==> src/verilog/halt_wake_pkg.sv <==
// Constants and state types for the halt and auto-wake controller.
// Assumes a 40 MHz hclk and a 12-bit AHB-Lite byte address.
package halt_wake_pkg;

    localparam int unsigned ADDR_W = 12;

    // Register indexes, byte address is four times the index
    localparam logic [ADDR_W-1:0] PRESC_IDX = 12'h049;
    localparam logic [ADDR_W-1:0] CSR_IDX = 12'h04a;
    localparam logic [ADDR_W-1:0] PRESC_ADDR = {PRESC_IDX[ADDR_W-3:0], 2'b00};
    localparam logic [ADDR_W-1:0] CSR_ADDR = {CSR_IDX[ADDR_W-3:0], 2'b00};

    localparam logic [7:0] PRESC_RST = 8'hff;
    localparam logic [7:0] CSR_RST = 8'h00;
    localparam int unsigned CSR_EN_BIT = 0;
    localparam int unsigned CSR_MEAS_BIT = 1;
    localparam int unsigned CSR_FLAG_BIT = 2;

    // Fixed divider of 64 as a 6-bit wrap counter
    localparam logic [5:0] FIX_DIV_LAST = 6'h3f;
    localparam logic [7:0] RC_STARTUP_EDGES = 8'h04;

    localparam int unsigned CLK_PERIOD_NS = 25;
    localparam logic [12:0] STARTUP_SHORT = 13'h0100;
    localparam logic [12:0] STARTUP_LONG = 13'h1000;
    localparam int unsigned PLL_STARTUP_NS = 50000;
    localparam int unsigned PLL_STARTUP_CYC_I = (PLL_STARTUP_NS + CLK_PERIOD_NS - 1) / CLK_PERIOD_NS;
    localparam logic [12:0] PLL_STARTUP_CYC = PLL_STARTUP_CYC_I[12:0];

    localparam logic [1:0] HTRANS_NONSEQ = 2'h2;

    typedef enum logic [2:0] {
        ST_RUN = 3'b000,
        ST_ACT = 3'b001,
        ST_HALT = 3'b010,
        ST_AWU = 3'b011,
        ST_OSC = 3'b100,
        ST_PLL = 3'b101
    } mode_t;

    typedef struct packed {
        mode_t mode;
        logic wake_rst;
        logic [12:0] cnt;
        logic [5:0] fdiv;
        logic [7:0] pcnt;
        logic [7:0] rcst;
        logic rcwait;
        logic [7:0] presc;
        logic en;
        logic meas;
        logic flag;
        logic rc_s1;
        logic rc_s2;
        logic rc_s3;
        logic wr_pend;
        logic [ADDR_W-1:0] wr_addr;
        logic [31:0] rdata;
        logic ready;
        logic resp;
        logic osc_en;
        logic cpu_en;
        logic periph_en;
        logic timer_en;
        logic clk_ok;
        logic imask_clr;
        logic svc_irq;
        logic fetch_rst;
        logic wdg_rst;
        logic rc_en;
        logic rc_cap;
    } state_t;

endpackage

==> src/verilog/halt_wakeup_control.sv <==
// Halt mode selector, wake-up sequencer and auto-wake unit with AHB-Lite registers.
// Assumes hclk keeps running; oscillator and clock gates are driven as enables.
// Behaviour
// - Timer enables pick timer-kept halt, else ordinary
// - Reset wake from timer-kept halt waits startup
// - Interrupt wake from timer-kept halt resumes at once
// - Timer-kept halt entry clears interrupt mask
// - Timer-kept halt runs oscillator and timer only
// - Timer-kept halt suppresses watchdog halt reset
// - Auto-wake enable bit selects auto-wake halt
// - Wake delay is 4 startup plus 64 times prescaler RC edges
// - Expiry sets flag, restarts oscillator, services interrupt
// - Control register read clears flag, writes ignored
// - Measure bit routes RC to capture in run
// - Auto-wake halt stops oscillator and processing
// - Auto-wake halt entry clears interrupt mask
// - Option bit decides watchdog reset on halt
// - Prescaler value is the division factor, not zero
// - Zero prescaler wakes now or is ignored
// - Reset or halt-exit interrupt leaves auto-wake halt
// - Multiplier adds startup delay after oscillator delay
// - Ordinary halt stops oscillator when both disabled
`timescale 1ns/10ps
`default_nettype none

module halt_wakeup_control
    import halt_wake_pkg::*;
#(
    parameter bit zero_wakes_now = 1'b0
) (
    input wire logic hclk,
    input wire logic hresetn,
    input wire logic clk_en,
    input wire logic hsel,
    input wire logic [halt_wake_pkg::ADDR_W-1:0] haddr,
    input wire logic [1:0] htrans,
    input wire logic hwrite,
    input wire logic [2:0] hsize,
    input wire logic [31:0] hwdata,
    input wire logic hready,
    output logic [31:0] hrdata,
    output logic hreadyout,
    output logic hresp,
    input wire logic halt_req,
    input wire logic wake_irq,
    input wire logic reset_wake,
    input wire logic watchdog_active,
    input wire logic watchdog_halt_option,
    input wire logic startup_long,
    input wire logic multiplier_option,
    input wire logic lite_timebase_irq_enable,
    input wire logic reload_overflow_irq_enable,
    input wire logic reload_clock_select_low,
    input wire logic reload_clock_select_high,
    input wire logic rc_clk,
    output logic osc_enable,
    output logic cpu_clk_enable,
    output logic periph_clk_enable,
    output logic timer_clk_enable,
    output logic main_clk_ready,
    output logic imask_clear,
    output logic irq_service,
    output logic reset_vector_fetch,
    output logic watchdog_reset,
    output logic rc_osc_enable,
    output logic rc_capture_out,
    output logic auto_wake_irq
);
    import halt_wake_pkg::*;

    state_t s;
    state_t n;
    logic acc;
    logic rc_rise;
    logic act_sel;
    logic wdg_hit;
    logic [12:0] startup;

    always_comb begin
        n = s;
        acc = hsel & hready & (htrans == HTRANS_NONSEQ);
        rc_rise = s.rc_s2 & ~s.rc_s3;
        act_sel = lite_timebase_irq_enable
            | (reload_overflow_irq_enable & ~reload_clock_select_high & reload_clock_select_low);
        wdg_hit = watchdog_active & watchdog_halt_option & (s.en | ~act_sel);
        startup = startup_long ? STARTUP_LONG : STARTUP_SHORT;

        n.rc_s1 = rc_clk;
        n.rc_s2 = s.rc_s1;
        n.rc_s3 = s.rc_s2;
        n.imask_clr = 1'b0;
        n.svc_irq = 1'b0;
        n.fetch_rst = 1'b0;
        n.wdg_rst = 1'b0;
        n.ready = 1'b1;
        n.resp = 1'b0;

        // Write data phase
        if (s.wr_pend) begin
            if (s.wr_addr == PRESC_ADDR) begin
                if (hwdata[7:0] != 8'h00 || zero_wakes_now) begin
                    n.presc = hwdata[7:0];
                end
            end else if (s.wr_addr == CSR_ADDR) begin
                n.en = hwdata[CSR_EN_BIT];
                n.meas = hwdata[CSR_MEAS_BIT];
            end
        end
        n.wr_pend = acc & hwrite;
        n.wr_addr = haddr;

        // Read data is captured in the address phase
        if (acc & ~hwrite) begin
            n.rdata = 32'h0000_0000;
            if (haddr == PRESC_ADDR) begin
                n.rdata[7:0] = s.presc;
            end else if (haddr == CSR_ADDR) begin
                n.rdata[2:0] = {s.flag, s.meas, s.en};
                n.flag = 1'b0;
            end
        end

        unique case (s.mode)
            ST_RUN: begin
                if (halt_req) begin
                    if (wdg_hit) begin
                        n.wdg_rst = 1'b1;
                    end else begin
                        n.imask_clr = 1'b1;
                        if (s.en) begin
                            n.mode = ST_AWU;
                            n.rcwait = 1'b1;
                            n.rcst = RC_STARTUP_EDGES;
                            n.fdiv = 6'h00;
                            n.pcnt = s.presc;
                        end else if (act_sel) begin
                            n.mode = ST_ACT;
                        end else begin
                            n.mode = ST_HALT;
                        end
                    end
                end
            end
            ST_ACT: begin
                if (reset_wake) begin
                    n.mode = ST_OSC;
                    n.wake_rst = 1'b1;
                    n.cnt = startup - 13'h0001;
                end else if (wake_irq) begin
                    n.mode = ST_RUN;
                    n.svc_irq = 1'b1;
                end
            end
            ST_HALT: begin
                if (reset_wake | wake_irq) begin
                    n.mode = ST_OSC;
                    n.wake_rst = reset_wake;
                    n.cnt = startup - 13'h0001;
                end
            end
            ST_AWU: begin
                if (reset_wake | wake_irq) begin
                    n.mode = ST_OSC;
                    n.wake_rst = reset_wake;
                    n.cnt = startup - 13'h0001;
                end else if (s.pcnt == 8'h00) begin
                    n.flag = 1'b1;
                    n.mode = ST_OSC;
                    n.wake_rst = 1'b0;
                    n.cnt = startup - 13'h0001;
                end else if (rc_rise) begin
                    if (s.rcwait) begin
                        if (s.rcst <= 8'h01) begin
                            n.rcwait = 1'b0;
                        end else begin
                            n.rcst = s.rcst - 8'h01;
                        end
                    end else if (s.fdiv == FIX_DIV_LAST && s.pcnt == 8'h01) begin
                        n.flag = 1'b1;
                        n.mode = ST_OSC;
                        n.wake_rst = 1'b0;
                        n.cnt = startup - 13'h0001;
                    end else begin
                        n.fdiv = s.fdiv + 6'h01;
                        if (s.fdiv == FIX_DIV_LAST) begin
                            n.pcnt = s.pcnt - 8'h01;
                        end
                    end
                end
            end
            ST_OSC: begin
                if (s.cnt != 13'h0000) begin
                    n.cnt = s.cnt - 13'h0001;
                end else if (multiplier_option) begin
                    n.mode = ST_PLL;
                    n.cnt = PLL_STARTUP_CYC - 13'h0001;
                end else begin
                    n.mode = ST_RUN;
                    n.fetch_rst = s.wake_rst;
                    n.svc_irq = ~s.wake_rst;
                end
            end
            ST_PLL: begin
                if (s.cnt != 13'h0000) begin
                    n.cnt = s.cnt - 13'h0001;
                end else begin
                    n.mode = ST_RUN;
                    n.fetch_rst = s.wake_rst;
                    n.svc_irq = ~s.wake_rst;
                end
            end
            default: begin
                n.mode = ST_RUN;
            end
        endcase

        // Clock gates follow the next mode
        n.osc_en = (n.mode != ST_HALT) && (n.mode != ST_AWU);
        n.cpu_en = (n.mode == ST_RUN);
        n.periph_en = (n.mode == ST_RUN);
        n.timer_en = (n.mode == ST_RUN) || (n.mode == ST_ACT);
        n.clk_ok = (n.mode == ST_RUN);
        n.rc_en = (n.mode == ST_AWU) || (n.meas && n.mode == ST_RUN);
        n.rc_cap = s.rc_s2 & n.meas & (n.mode == ST_RUN);
    end

    always_ff @(posedge hclk or negedge hresetn) begin
        if (!hresetn) begin
            s <= '0;
            s.presc <= PRESC_RST;
            {s.flag, s.meas, s.en} <= CSR_RST[2:0];
            s.ready <= 1'b1;
            s.osc_en <= 1'b1;
            s.cpu_en <= 1'b1;
            s.periph_en <= 1'b1;
            s.timer_en <= 1'b1;
            s.clk_ok <= 1'b1;
        end else if (clk_en) begin
            s <= n;
        end
    end

    assign hrdata = s.rdata;
    assign hreadyout = s.ready;
    assign hresp = s.resp;
    assign osc_enable = s.osc_en;
    assign cpu_clk_enable = s.cpu_en;
    assign periph_clk_enable = s.periph_en;
    assign timer_clk_enable = s.timer_en;
    assign main_clk_ready = s.clk_ok;
    assign imask_clear = s.imask_clr;
    assign irq_service = s.svc_irq;
    assign reset_vector_fetch = s.fetch_rst;
    assign watchdog_reset = s.wdg_rst;
    assign rc_osc_enable = s.rc_en;
    assign rc_capture_out = s.rc_cap;
    assign auto_wake_irq = s.flag;
endmodule

`default_nettype wire

==> config.mk <==
export PLATFORM = sky130hd
export DESIGN_NAME = halt_wakeup_control
export DESIGN_NICKNAME = d
export VERILOG_FILES = /design/src/verilog/halt_wake_pkg.sv /design/src/verilog/halt_wakeup_control.sv
export SDC_FILE = /design/constraint.sdc
export NUM_CORES = 1
export LEC_CHECK = 0
export ABC_AREA = 1
export BUFFER_PORTS_ARGS = -buffer_cell sky130_fd_sc_hd__buf_2
export CORE_MARGIN = 4
export CORE_UTILIZATION = 35
export DETAILED_ROUTE_END_ITERATION = 16
export GPL_ROUTABILITY_DRIVEN = 0
export MAX_ROUTING_LAYER = met4
export PLACE_DENSITY = 0.67
export SETUP_SLACK_MARGIN = 0.1
export SYNTH_ARGS = -nofsm -noshare
export SYNTH_HDL_FRONTEND = slang
export SYNTH_SLANG_ARGS = --single-unit
==> constraint.sdc <==
create_clock -name hclk -period 2.1 [get_ports hclk]
set_input_delay 0.105 -clock hclk [delete_from_list [all_inputs] [get_ports hclk]]
set_output_delay 0.105 -clock hclk [all_outputs]
set_load 0.02 [all_outputs]
==> results of run 1 <==
[through the flow]
stage / cells / util, % / power, W / setup slack (ns)
2_1_floorplan: 693 / - / 0.003730 / 0.3762
3_3_place_gp: 908 / 38.60 / 0.004235 / 0.1954
3_5_place_dp: 908 / 38.60 / 0.004268 / 0.1203
4_1_cts: 940 / 41.80 / 0.006012 / 0.1153
5_1_grt: 941 / 42.02 / 0.006383 / 0.06531
6_report: 941 / 42.02 / 0.005942 / 0.2463
[critical path, cell delays in order, from the launching register on]
cell	delay, ns
dfrtp_1	0.42
nor2_2	0.16
nand2_1	0.09
nor2_2	0.16
nand3_2	0.12
nand2_1	0.11
nand2_2	0.09
nand2_4	0.11
nor2_4	0.07
nor2_8	0.15
buf_12	0.16
nand2_1	0.06
o21ai_2	0.06
[repair_timing]
| action | in CTS | in global routing |
|---|---|---|
| gates resized for setup | 0 | 8 |
| endpoints found under the hold margin | 45 | 0 |
| endpoints found under the setup margin | 4 | 14 |
| pin swaps | 1 | 5 |
| buffers inserted | 2 | 1 |
| hold buffers | 14 | 0 |
[power by group through the flow]
stage               Sequential [W]  Combinational [W]  Clock [W]
floorplan                  0.00216            0.00157          0
global placement           0.00215            0.00209          0
detailed placement         0.00215            0.00212          0
CTS                        0.00212            0.00217    0.00171
global route               0.00216            0.00245    0.00177
finish                     0.00212            0.00217    0.00165
[final cells by class]
cell class | instances | area share [%]
Multi-Input combinational cell | 474 | 40.64
Sequential cell | 84 | 34.78
Timing Repair Buffer | 97 | 10.43
Inverter | 86 | 5.306
Tap cell | 184 | 3.784
Clock buffer | 9 | 3.702
Clock inverter | 7 | 1.357
[per-layer routing]
metal	wire length, um	vias to the layer above
met5	0	-
met4	147	0
met3	722	8
met2	5603	107
met1	5492	2032
li1	-	2276
[flip-flops by register name, indices dropped and copies added, names as in the netlist]
| register | flops |
|---|---|
| s | 64 |
| hrdata | 8 |
| n | 2 |
| auto_wake_irq | 1 |
| imask_clear | 1 |
| irq_service | 1 |
| main_clk_ready | 1 |
| osc_enable | 1 |
| rc_capture_out | 1 |
| rc_osc_enable | 1 |
| reset_vector_fetch | 1 |
| timer_clk_enable | 1 |
| watchdog_reset | 1 |
[cells in the final DEF (no fill, tap or decap), types with 8 or more instances in the layout]
master,instances
nand2_1,158
dfrtp_1,73
xor2_1,14
conb_1,26
dfstp_2,11
inv_1,79
o21ai_0,55
o21ai_1,11
nand4_1,14
nor3_1,16
o21ai_2,9
dlygate4sd3_1,14
buf_4,23
nand3_1,41
nor2_1,49
buf_2,58
clkbuf_16,9
ha_1,8
[logic make-up after synthesis]
| logic type | after synthesis | synth area share, % |
|---|---|---|
| xor gates and xnor gates | 18 | 3.058 |
| AOI/OAI and AO/OA | 104 | 11.89 |
| muxes | 6 | 1.311 |
| other | 2 | 0.1457 |
| buffers and inverters | 135 | 13.13 |
| adders and majority gates | 8 | 1.942 |
| and+or+nand+nor | 312 | 27.48 |
| DFF | 84 | 41.04 |
[how the worst max path moves through the flow]
stage               slack (ns)   from     to
global placement          0.20  s[82]  s[97]
floorplan                 0.38  s[95]  s[95]
finish                    0.25  s[88]  s[99]
global route              0.07  s[88]  s[99]
CTS                       0.12  s[82]  s[99]
detailed placement        0.12  s[82]  s[99]
==> summary.txt, run 1 <==
actual slew at the worst max-slew pin: 0.5567 ns
# DRC: 0
RR Startpoint: s[88]
WL/cell: 12.72 um
Cell variety after synth: 42
Hold Path Origin: hwdata[7]
area of the mapped netlist: 5155 um^2
htree depth: 3
met1 GRT Util: 19.09%
Worst setup EP type: flip-flop
GR Overflow Total: 0
met3 Usage GRT: 3.957%
Layout fillers: 1445
vias in the first global route: 4204
RSZ-0062 raised after global routing: no
most numerous cell in the Yosys netlist: nand2_1
All-Layer GR Usage: 15.31%
crit-path max FO: 13
reg-to-reg endpoint: s[99]
reg2reg setup slack: 0.25 ns
Seq pwr share: 35.7%
CTS tree: built
GR Util met2: 23.96%
PortBufs: 59
Die Area: 16730 um^2
hold endpoint: s[71]
Pre-antenna DRT Iters: 5
Yosys Warn Count: 0
# rows: 44
Sw Pwr: 0.002316 W
commonest register cell after synthesis: dfrtp_1
synthesized area per cell: 7.705 um^2
CP startpoint kind: flip-flop
Routed WL: 11.97 mm
Sw Share: 38.98%
Setup CP Type: reg2reg
post-detail-place hpwl: 8.985 mm
Clock Power Share: 27.8%
sequential fraction of the synthesis area: 41.04%
top-area cell type share of the netlist area: 35.44%
Hold WS: 0.006766 ns
status: finished, final reports clean
Layout Skew: 0.008479 ns
static leakage: 3.008 nW
hold crit path type: in2reg
Cell Int Power: 0.003626 W
grt peak-use layer: met2
core area: 14480 um^2
die width: 129.4 um
Antenna Nets Post-Route: 0
cell accounting for the most synthesized area: dfrtp_1
Final Hold Fails: 0
period utilisation layout: 88.27%
area occupied by multi-input gates: 2472 um^2
Hold Path Stages: 2
FF+latch count, synth: 84
top post-synthesis cells by count: 159 x nand2_1, 80 x inv_1, 73 x dfrtp_1
Mapped Cells: 669
final instance area: 6083 um^2
Final setup viols: 0
max-slew violation count: 0
Area after DPL: 5589 um^2
Initial Util: 35.60%
first-pass GRT wire length: 19.82 mm
Peak VDD IR: 0.4623 mV
Initial DRC Count: 239
Max-Slew Margin vs Limit: 62.89%
post-route minimum period: 1.854 ns
reg2reg path depth: 12
clk slew on worst S/H paths: 0.07 ns
# diodes: 0
Max Cap Violations: 0
pin count of the biggest net entering global routing: 42
WP data arrival: 2.13 ns
DR vias/cell: 4.700
ranking of synthesized cells by area: dfrtp_1 35%, nand2_1 12%, inv_1 5.8%
number of synthesized flops with an enable pin: 0
layout cells sized above 1: 21.40%
P per Cell Area: 976.7 nW/um^2
setup_tns: 0 ns
Longest Clk Path Bufs: 2
clock sink count: 84
Ports: 113
TritonCTS Buffers: 9
insertion delay to the later sink of the worst-skew pair: 0.35 ns
Sequential cell area: 2116 um^2
root buf cell: clkbuf_16
WP data required: 2.38 ns
Post-synth ARST share: 100.0%
f_max: 0.5395 GHz
antenna violations before repair: 0
via count: 4423
Syn-to-layout area delta: 18.01%
Layout Nets: 827
Comb power frac: 36.5%
DIE HEIGHT: 129.4 um
Note: power is estimated with default switching activity, not from simulation.
==> inputs of run 2 (changes only) <==
CORE_UTILIZATION = 36   (was 35)
PLACE_DENSITY = 0.68   (was 0.67)
==> run 2 against run 1 <==
Compared with the run above:
- sequential power about the same
- register-to-register slack got worse by 0.05 ns
- non-clock buffer count decreased by 4
- total power increased by 1.9%
- largest power group unchanged
==> summary.txt, run 2 (synthesis gave the netlist of run 1 again) <==
Die Area: 16300 um^2
Longest Clk Path Bufs: 2
PortBufs: 59
first-pass GRT wire length: 19.64 mm
critical path's slowest cell: dfrtp_1
die width: 127.7 um
TritonCTS Buffers: 9
Hold WS: 0.009160 ns
post-detail-place hpwl: 8.723 mm
CP bufs+invs: 2
Max-Slew Margin vs Limit: 59.13%
Sw Pwr: 0.002292 W
pin count of the biggest net entering global routing: 47
setup_tns: 0 ns
clock sink count: 84
Initial Util: 36.99%
reg2reg path depth: 13
Max Cap Violations: 0
Final setup viols: 0
Routed WL: 11.72 mm
status: finished, final reports clean
Layout Nets: 823
Peak VDD IR: 0.4791 mV
post-route minimum period: 1.904 ns
root buf cell: clkbuf_16
core area: 13930 um^2
# rows: 43
Layout fillers: 1400
RR Startpoint: s[82]
Worst setup EP type: flip-flop
Layout Skew: 0.009095 ns
Clock Power Share: 28.6%
Sw Share: 37.84%
layout cells sized above 1: 20.98%
# DRC: 0
insertion delay to the later sink of the worst-skew pair: 0.35 ns
Setup CP Type: reg2reg
via count: 4402
commonest non-fill, non-tap cell in the layout: nand2_1
family with the most delay on the worst path: simple AND/OR/NAND/NOR gates
Hold Path Stages: 3
static leakage: 3.018 nW
Ports: 113
Comb power frac: 36.4%
All-Layer GR Usage: 15.22%
largest reg by FF count: s
most frequent cells in the layout: 158 x nand2_1, 79 x inv_1, 73 x dfrtp_1, 58 x buf_2, 55 x o21ai_0
max FFs per register: 64
hold crit path type: in2reg
reg-to-reg endpoint: s[99]
htree depth: 3
Seq pwr share: 35.1%
pre-CTS worst setup slack: 0.1490 ns
WP data arrival: 2.18 ns
reg2reg setup slack: 0.20 ns
max-slew violation count: 0
f_max: 0.5251 GHz
vias in the first global route: 4091
hold endpoint: s[66]
clk slew on worst S/H paths: 0.07 ns
Cell Int Power: 0.003765 W
DIE HEIGHT: 127.7 um
CTS tree: built
CP startpoint kind: flip-flop
P per Cell Area: 993.6 nW/um^2
period utilisation layout: 90.68%
crit-path cells: inv_1, ha_1, nand2_1, nor2_2, nand3_2, nand2_1, nand2_1, nand2_2, nor2_4, nor2_8, buf_12, nand2_1, o21ai_2
DR vias/cell: 4.713
Largest stage delay, worst path: 0.40 ns
crit-path max FO: 13
GR Overflow Total: 0
actual slew at the worst max-slew pin: 0.6131 ns
Antenna Nets Post-Route: 0
WL/cell: 12.55 um
Final Util: 43.75%
cell mode on critical path: nand2_1
Initial DRC Count: 222
WP data required: 2.37 ns
RSZ-0062 raised after global routing: yes
Hold Path Origin: hwdata[2]
Syn-to-layout area delta: 18.25%
Pre-antenna DRT Iters: 4
Final Hold Fails: 0
antenna violations before repair: 1
Setup WS post-layout: 0.1957 ns
## run 2: changes by cell type in the layout (fill, tap and decap cells not counted), moves of 2 or more
cell,previous run,this run
buf_12,1,3
buf_4,23,16
clkinv_2,0,2
clkinvlp_4,2,0
## run 2: layout make-up
cell class / count / area (um^2) / share of cell area (%)
Multi-Input combinational cell: 474 / 2472 / 40.56
Sequential cell: 84 / 2116 / 34.71
Clock inverter: 7 / 96.34 / 1.580
Clock buffer: 9 / 225.2 / 3.695
Antenna cell: 1 / 2.502 / 0.04105
Tap cell: 180 / 225.2 / 3.695
Inverter: 86 / 325.3 / 5.337
Timing Repair Buffer: 93 / 633.1 / 10.39
## run 2: layer usage
metal  track usage [%]  part of all wire, %  up-vias
met4             3.558                 0.98        0
li1                  -                    -     2266
met3             5.083                  7.1        8
met1             20.13                   47     2033
met5                 -                    0        -
met2             22.79                   45       95
## run 2: how the worst max path moves through the flow
stage | from | end | slack (ns) | cells past startpoint
4_1_cts | s[81] | s[80] | 0.13 | 9
2_1_floorplan | s[95] | s[95] | 0.38 | 12
3_5_place_dp | s[81] | s[80] | 0.15 | 9
6_report | s[82] | s[99] | 0.20 | 13
5_1_grt | s[90] | s[96] | 0.06 | 12
3_3_place_gp | s[81] | s[80] | 0.18 | 9
## run 2: repair_timing
action | 4_1_cts | 5_1_grt
buffers inserted | 0 | 5
setup endpoints to repair | 0 | 31
hold buffers | 14 | 0
endpoints found under the hold margin | 54 | 0
resized for setup | 0 | 10
## run 2: power by group through the flow
stage                     sequential [W]  combinational (W)  clock [W]
after floorplan                  0.00216            0.00157          0
after global routing             0.00216            0.00249    0.00185
after CTS                        0.00212            0.00212    0.00177
after detailed placement         0.00215            0.00209          0
after global placement           0.00215            0.00207          0
final                            0.00212            0.00220    0.00173
## run 2: per-stage QoR
stage	total power, W	instances	cell area [um^2]
after floorplan	0.003730	693	5245
after CTS	0.006015	928	6013
after global placement	0.004219	898	5552
final	0.006057	934	6096
after global routing	0.006507	934	6096
after detailed placement	0.004240	898	5552
## run 2: worst min-delay path, cell delays in order
cell and delay [ns]:
buf_2 0.10, inv_1 0.07, o21ai_0 0.08
==> inputs of run 3 (changes only) <==
==> constraint.sdc (replaced) <==
create_clock -name hclk -period 2.1 [get_ports hclk]
set_input_delay 0.315 -clock hclk [delete_from_list [all_inputs] [get_ports hclk]]
set_output_delay 0.315 -clock hclk [all_outputs]
set_load 0.02 [all_outputs]
==> run 3 against run 2 <==
Compared with the run above:
- critical path depth fell by 3
- highest routed layer unchanged
- critical endpoint is now s[83]
- largest cell class unchanged
- first-iteration DRC count rose by 28%
- largest power group unchanged
- via count rose by 0.11%
- fmax rose by 1.9%
- setup slack improved by 0.036 ns
- clock power fell by 13%
- critical path type unchanged
==> summary.txt, run 3 (synthesis gave the netlist of run 1 again) <==
status: finished, final reports clean
root buf cell: clkbuf_16
hold crit path type: in2reg
max-slew violation count: 0
Layout Nets: 813
Setup CP Type: reg2reg
DIE HEIGHT: 127.7 um
Final setup viols: 0
Setup WS post-layout: 0.2321 ns
Final Util: 42.70%
Sequential cell area: 2116 um^2
actual slew at the worst max-slew pin: 0.8331 ns
clk slew on worst S/H paths: 0.07 ns
Initial DRC Count: 284
die width: 127.7 um
max FFs per register: 64
Layout Skew: 0.007626 ns
Syn-to-layout area delta: 15.41%
Die Area: 16300 um^2
most frequent cells in the layout: 158 x nand2_1, 80 x inv_1, 73 x dfrtp_1, 58 x buf_2, 55 x o21ai_0
PortBufs: 59
TritonCTS Buffers: 9
Routed WL: 11.61 mm
pin count of the biggest net entering global routing: 36
pre-CTS worst setup slack: 0.1658 ns
period utilisation layout: 88.95%
CP startpoint kind: flip-flop
P per Cell Area: 983.1 nW/um^2
Max Cap Violations: 0
WP data arrival: 2.15 ns
post-route minimum period: 1.868 ns
Ports: 113
via count: 4407
WP data required: 2.38 ns
first-pass GRT wire length: 19.49 mm
commonest non-fill, non-tap cell in the layout: nand2_1
Peak VDD IR: 0.4619 mV
largest reg by FF count: s
f_max: 0.5354 GHz
Longest Clk Path Bufs: 2
CTS tree: built
Final Hold Fails: 0
# DRC: 0
area occupied by multi-input gates: 2477 um^2
vias in the first global route: 4128
Antenna Nets Post-Route: 0
Layout fillers: 1418
setup_tns: 0 ns
Hold Path Stages: 3
reg2reg setup slack: 0.23 ns
layout cells sized above 1: 21.53%
RSZ-0062 raised after global routing: yes
antenna violations before repair: 1
htree depth: 3
insertion delay to the later sink of the worst-skew pair: 0.34 ns
reg2reg path depth: 10
Power, Total: 0.005849 W
# rows: 43
clock sink count: 84
WL/cell: 12.56 um
DR vias/cell: 4.769
crit-path max FO: 8
Pre-antenna DRT Iters: 4
post-detail-place hpwl: 8.634 mm
Initial Util: 36.99%
All-Layer GR Usage: 15.07%
Worst setup EP type: flip-flop
static leakage: 2.953 nW
core area: 13930 um^2
GR Overflow Total: 0
Max-Slew Margin vs Limit: 44.09%
run 3: cell types whose count changed in the layout (fill, tap and decap cells not counted), moves of 2 or more:
cell           previous run  this run
dlygate4sd3_1            14         1
buf_4                    16        20
bufinv_16                 2         0
clkinv_4                  0         2
run 3: per-layer routing:
layer / wire [um] / track usage [%] / share of wire [%] / up-vias
li1: - / - / - / 2250
met1: 5434 / 19.82 / 47 / 2016
met2: 5156 / 22.76 / 44 / 120
met3: 777 / 3.583 / 6.7 / 21
met4: 238 / 5.493 / 2.1 / 0
met5: 0 / - / 0 / -
run 3: what timing repair did:
action,CTS,global route
hold buffers,1,0
endpoints found under the setup margin,0,29
buffers inserted,0,11
hold endpoints to repair,25,0
resized for setup,0,8
run 3: critical path: stages (launching register included):
cell and delay, ns:
dfrtp_1 0.42, inv_2 0.12, nand2_2 0.10, nor2_4 0.19, o211ai_1 0.13, a21oi_2 0.17
nand2_4 0.12, nor2_8 0.17, buf_4 0.19, nand3_1 0.08, nand2_1 0.11
run 3: metrics by stage:
| stage | cell area [um^2] | hold slack [ns] | cells |
|---|---|---|---|
| final | 5949 | 0.1814 | 924 |
| after global routing | 5949 | 0.1999 | 924 |
| after CTS | 5823 | 0.1758 | 912 |
| after detailed placement | 5529 | 0.2747 | 895 |
| after global placement | 5529 | 0.2737 | 895 |
| after floorplan | 5245 | 0.01941 | 693 |
run 3: final timing paths:
check / start / end
worst max-delay path: s[111] / s[83]
worst min-delay path: rc_clk / n[59]
worst max register to register: s[111] / s[83]
worst min register to register: n[59] / n[59]
max in group asynchronous: hresetn / s[67]
min in group asynchronous: hresetn / s[75]
run 3: where the power goes:
group | internal (W) | switching [W] | total (W)
Clock | 0.000820 | 0.000691 | 0.00151
Sequential | 0.00189 | 0.000236 | 0.00213
Combinational | 0.000825 | 0.00139 | 0.00221
Total | 0.00354 | 0.00231 | 0.00585
run 3: layout make-up:
cell class / instances / area share [%]
Timing Repair Buffer: 83 / 8.770
Antenna cell: 1 / 0.04206
Clock inverter: 7 / 0.9884
Tap cell: 180 / 3.785
Sequential cell: 84 / 35.56
Multi-Input combinational cell: 474 / 41.64
Clock buffer: 9 / 3.785
Inverter: 86 / 5.426
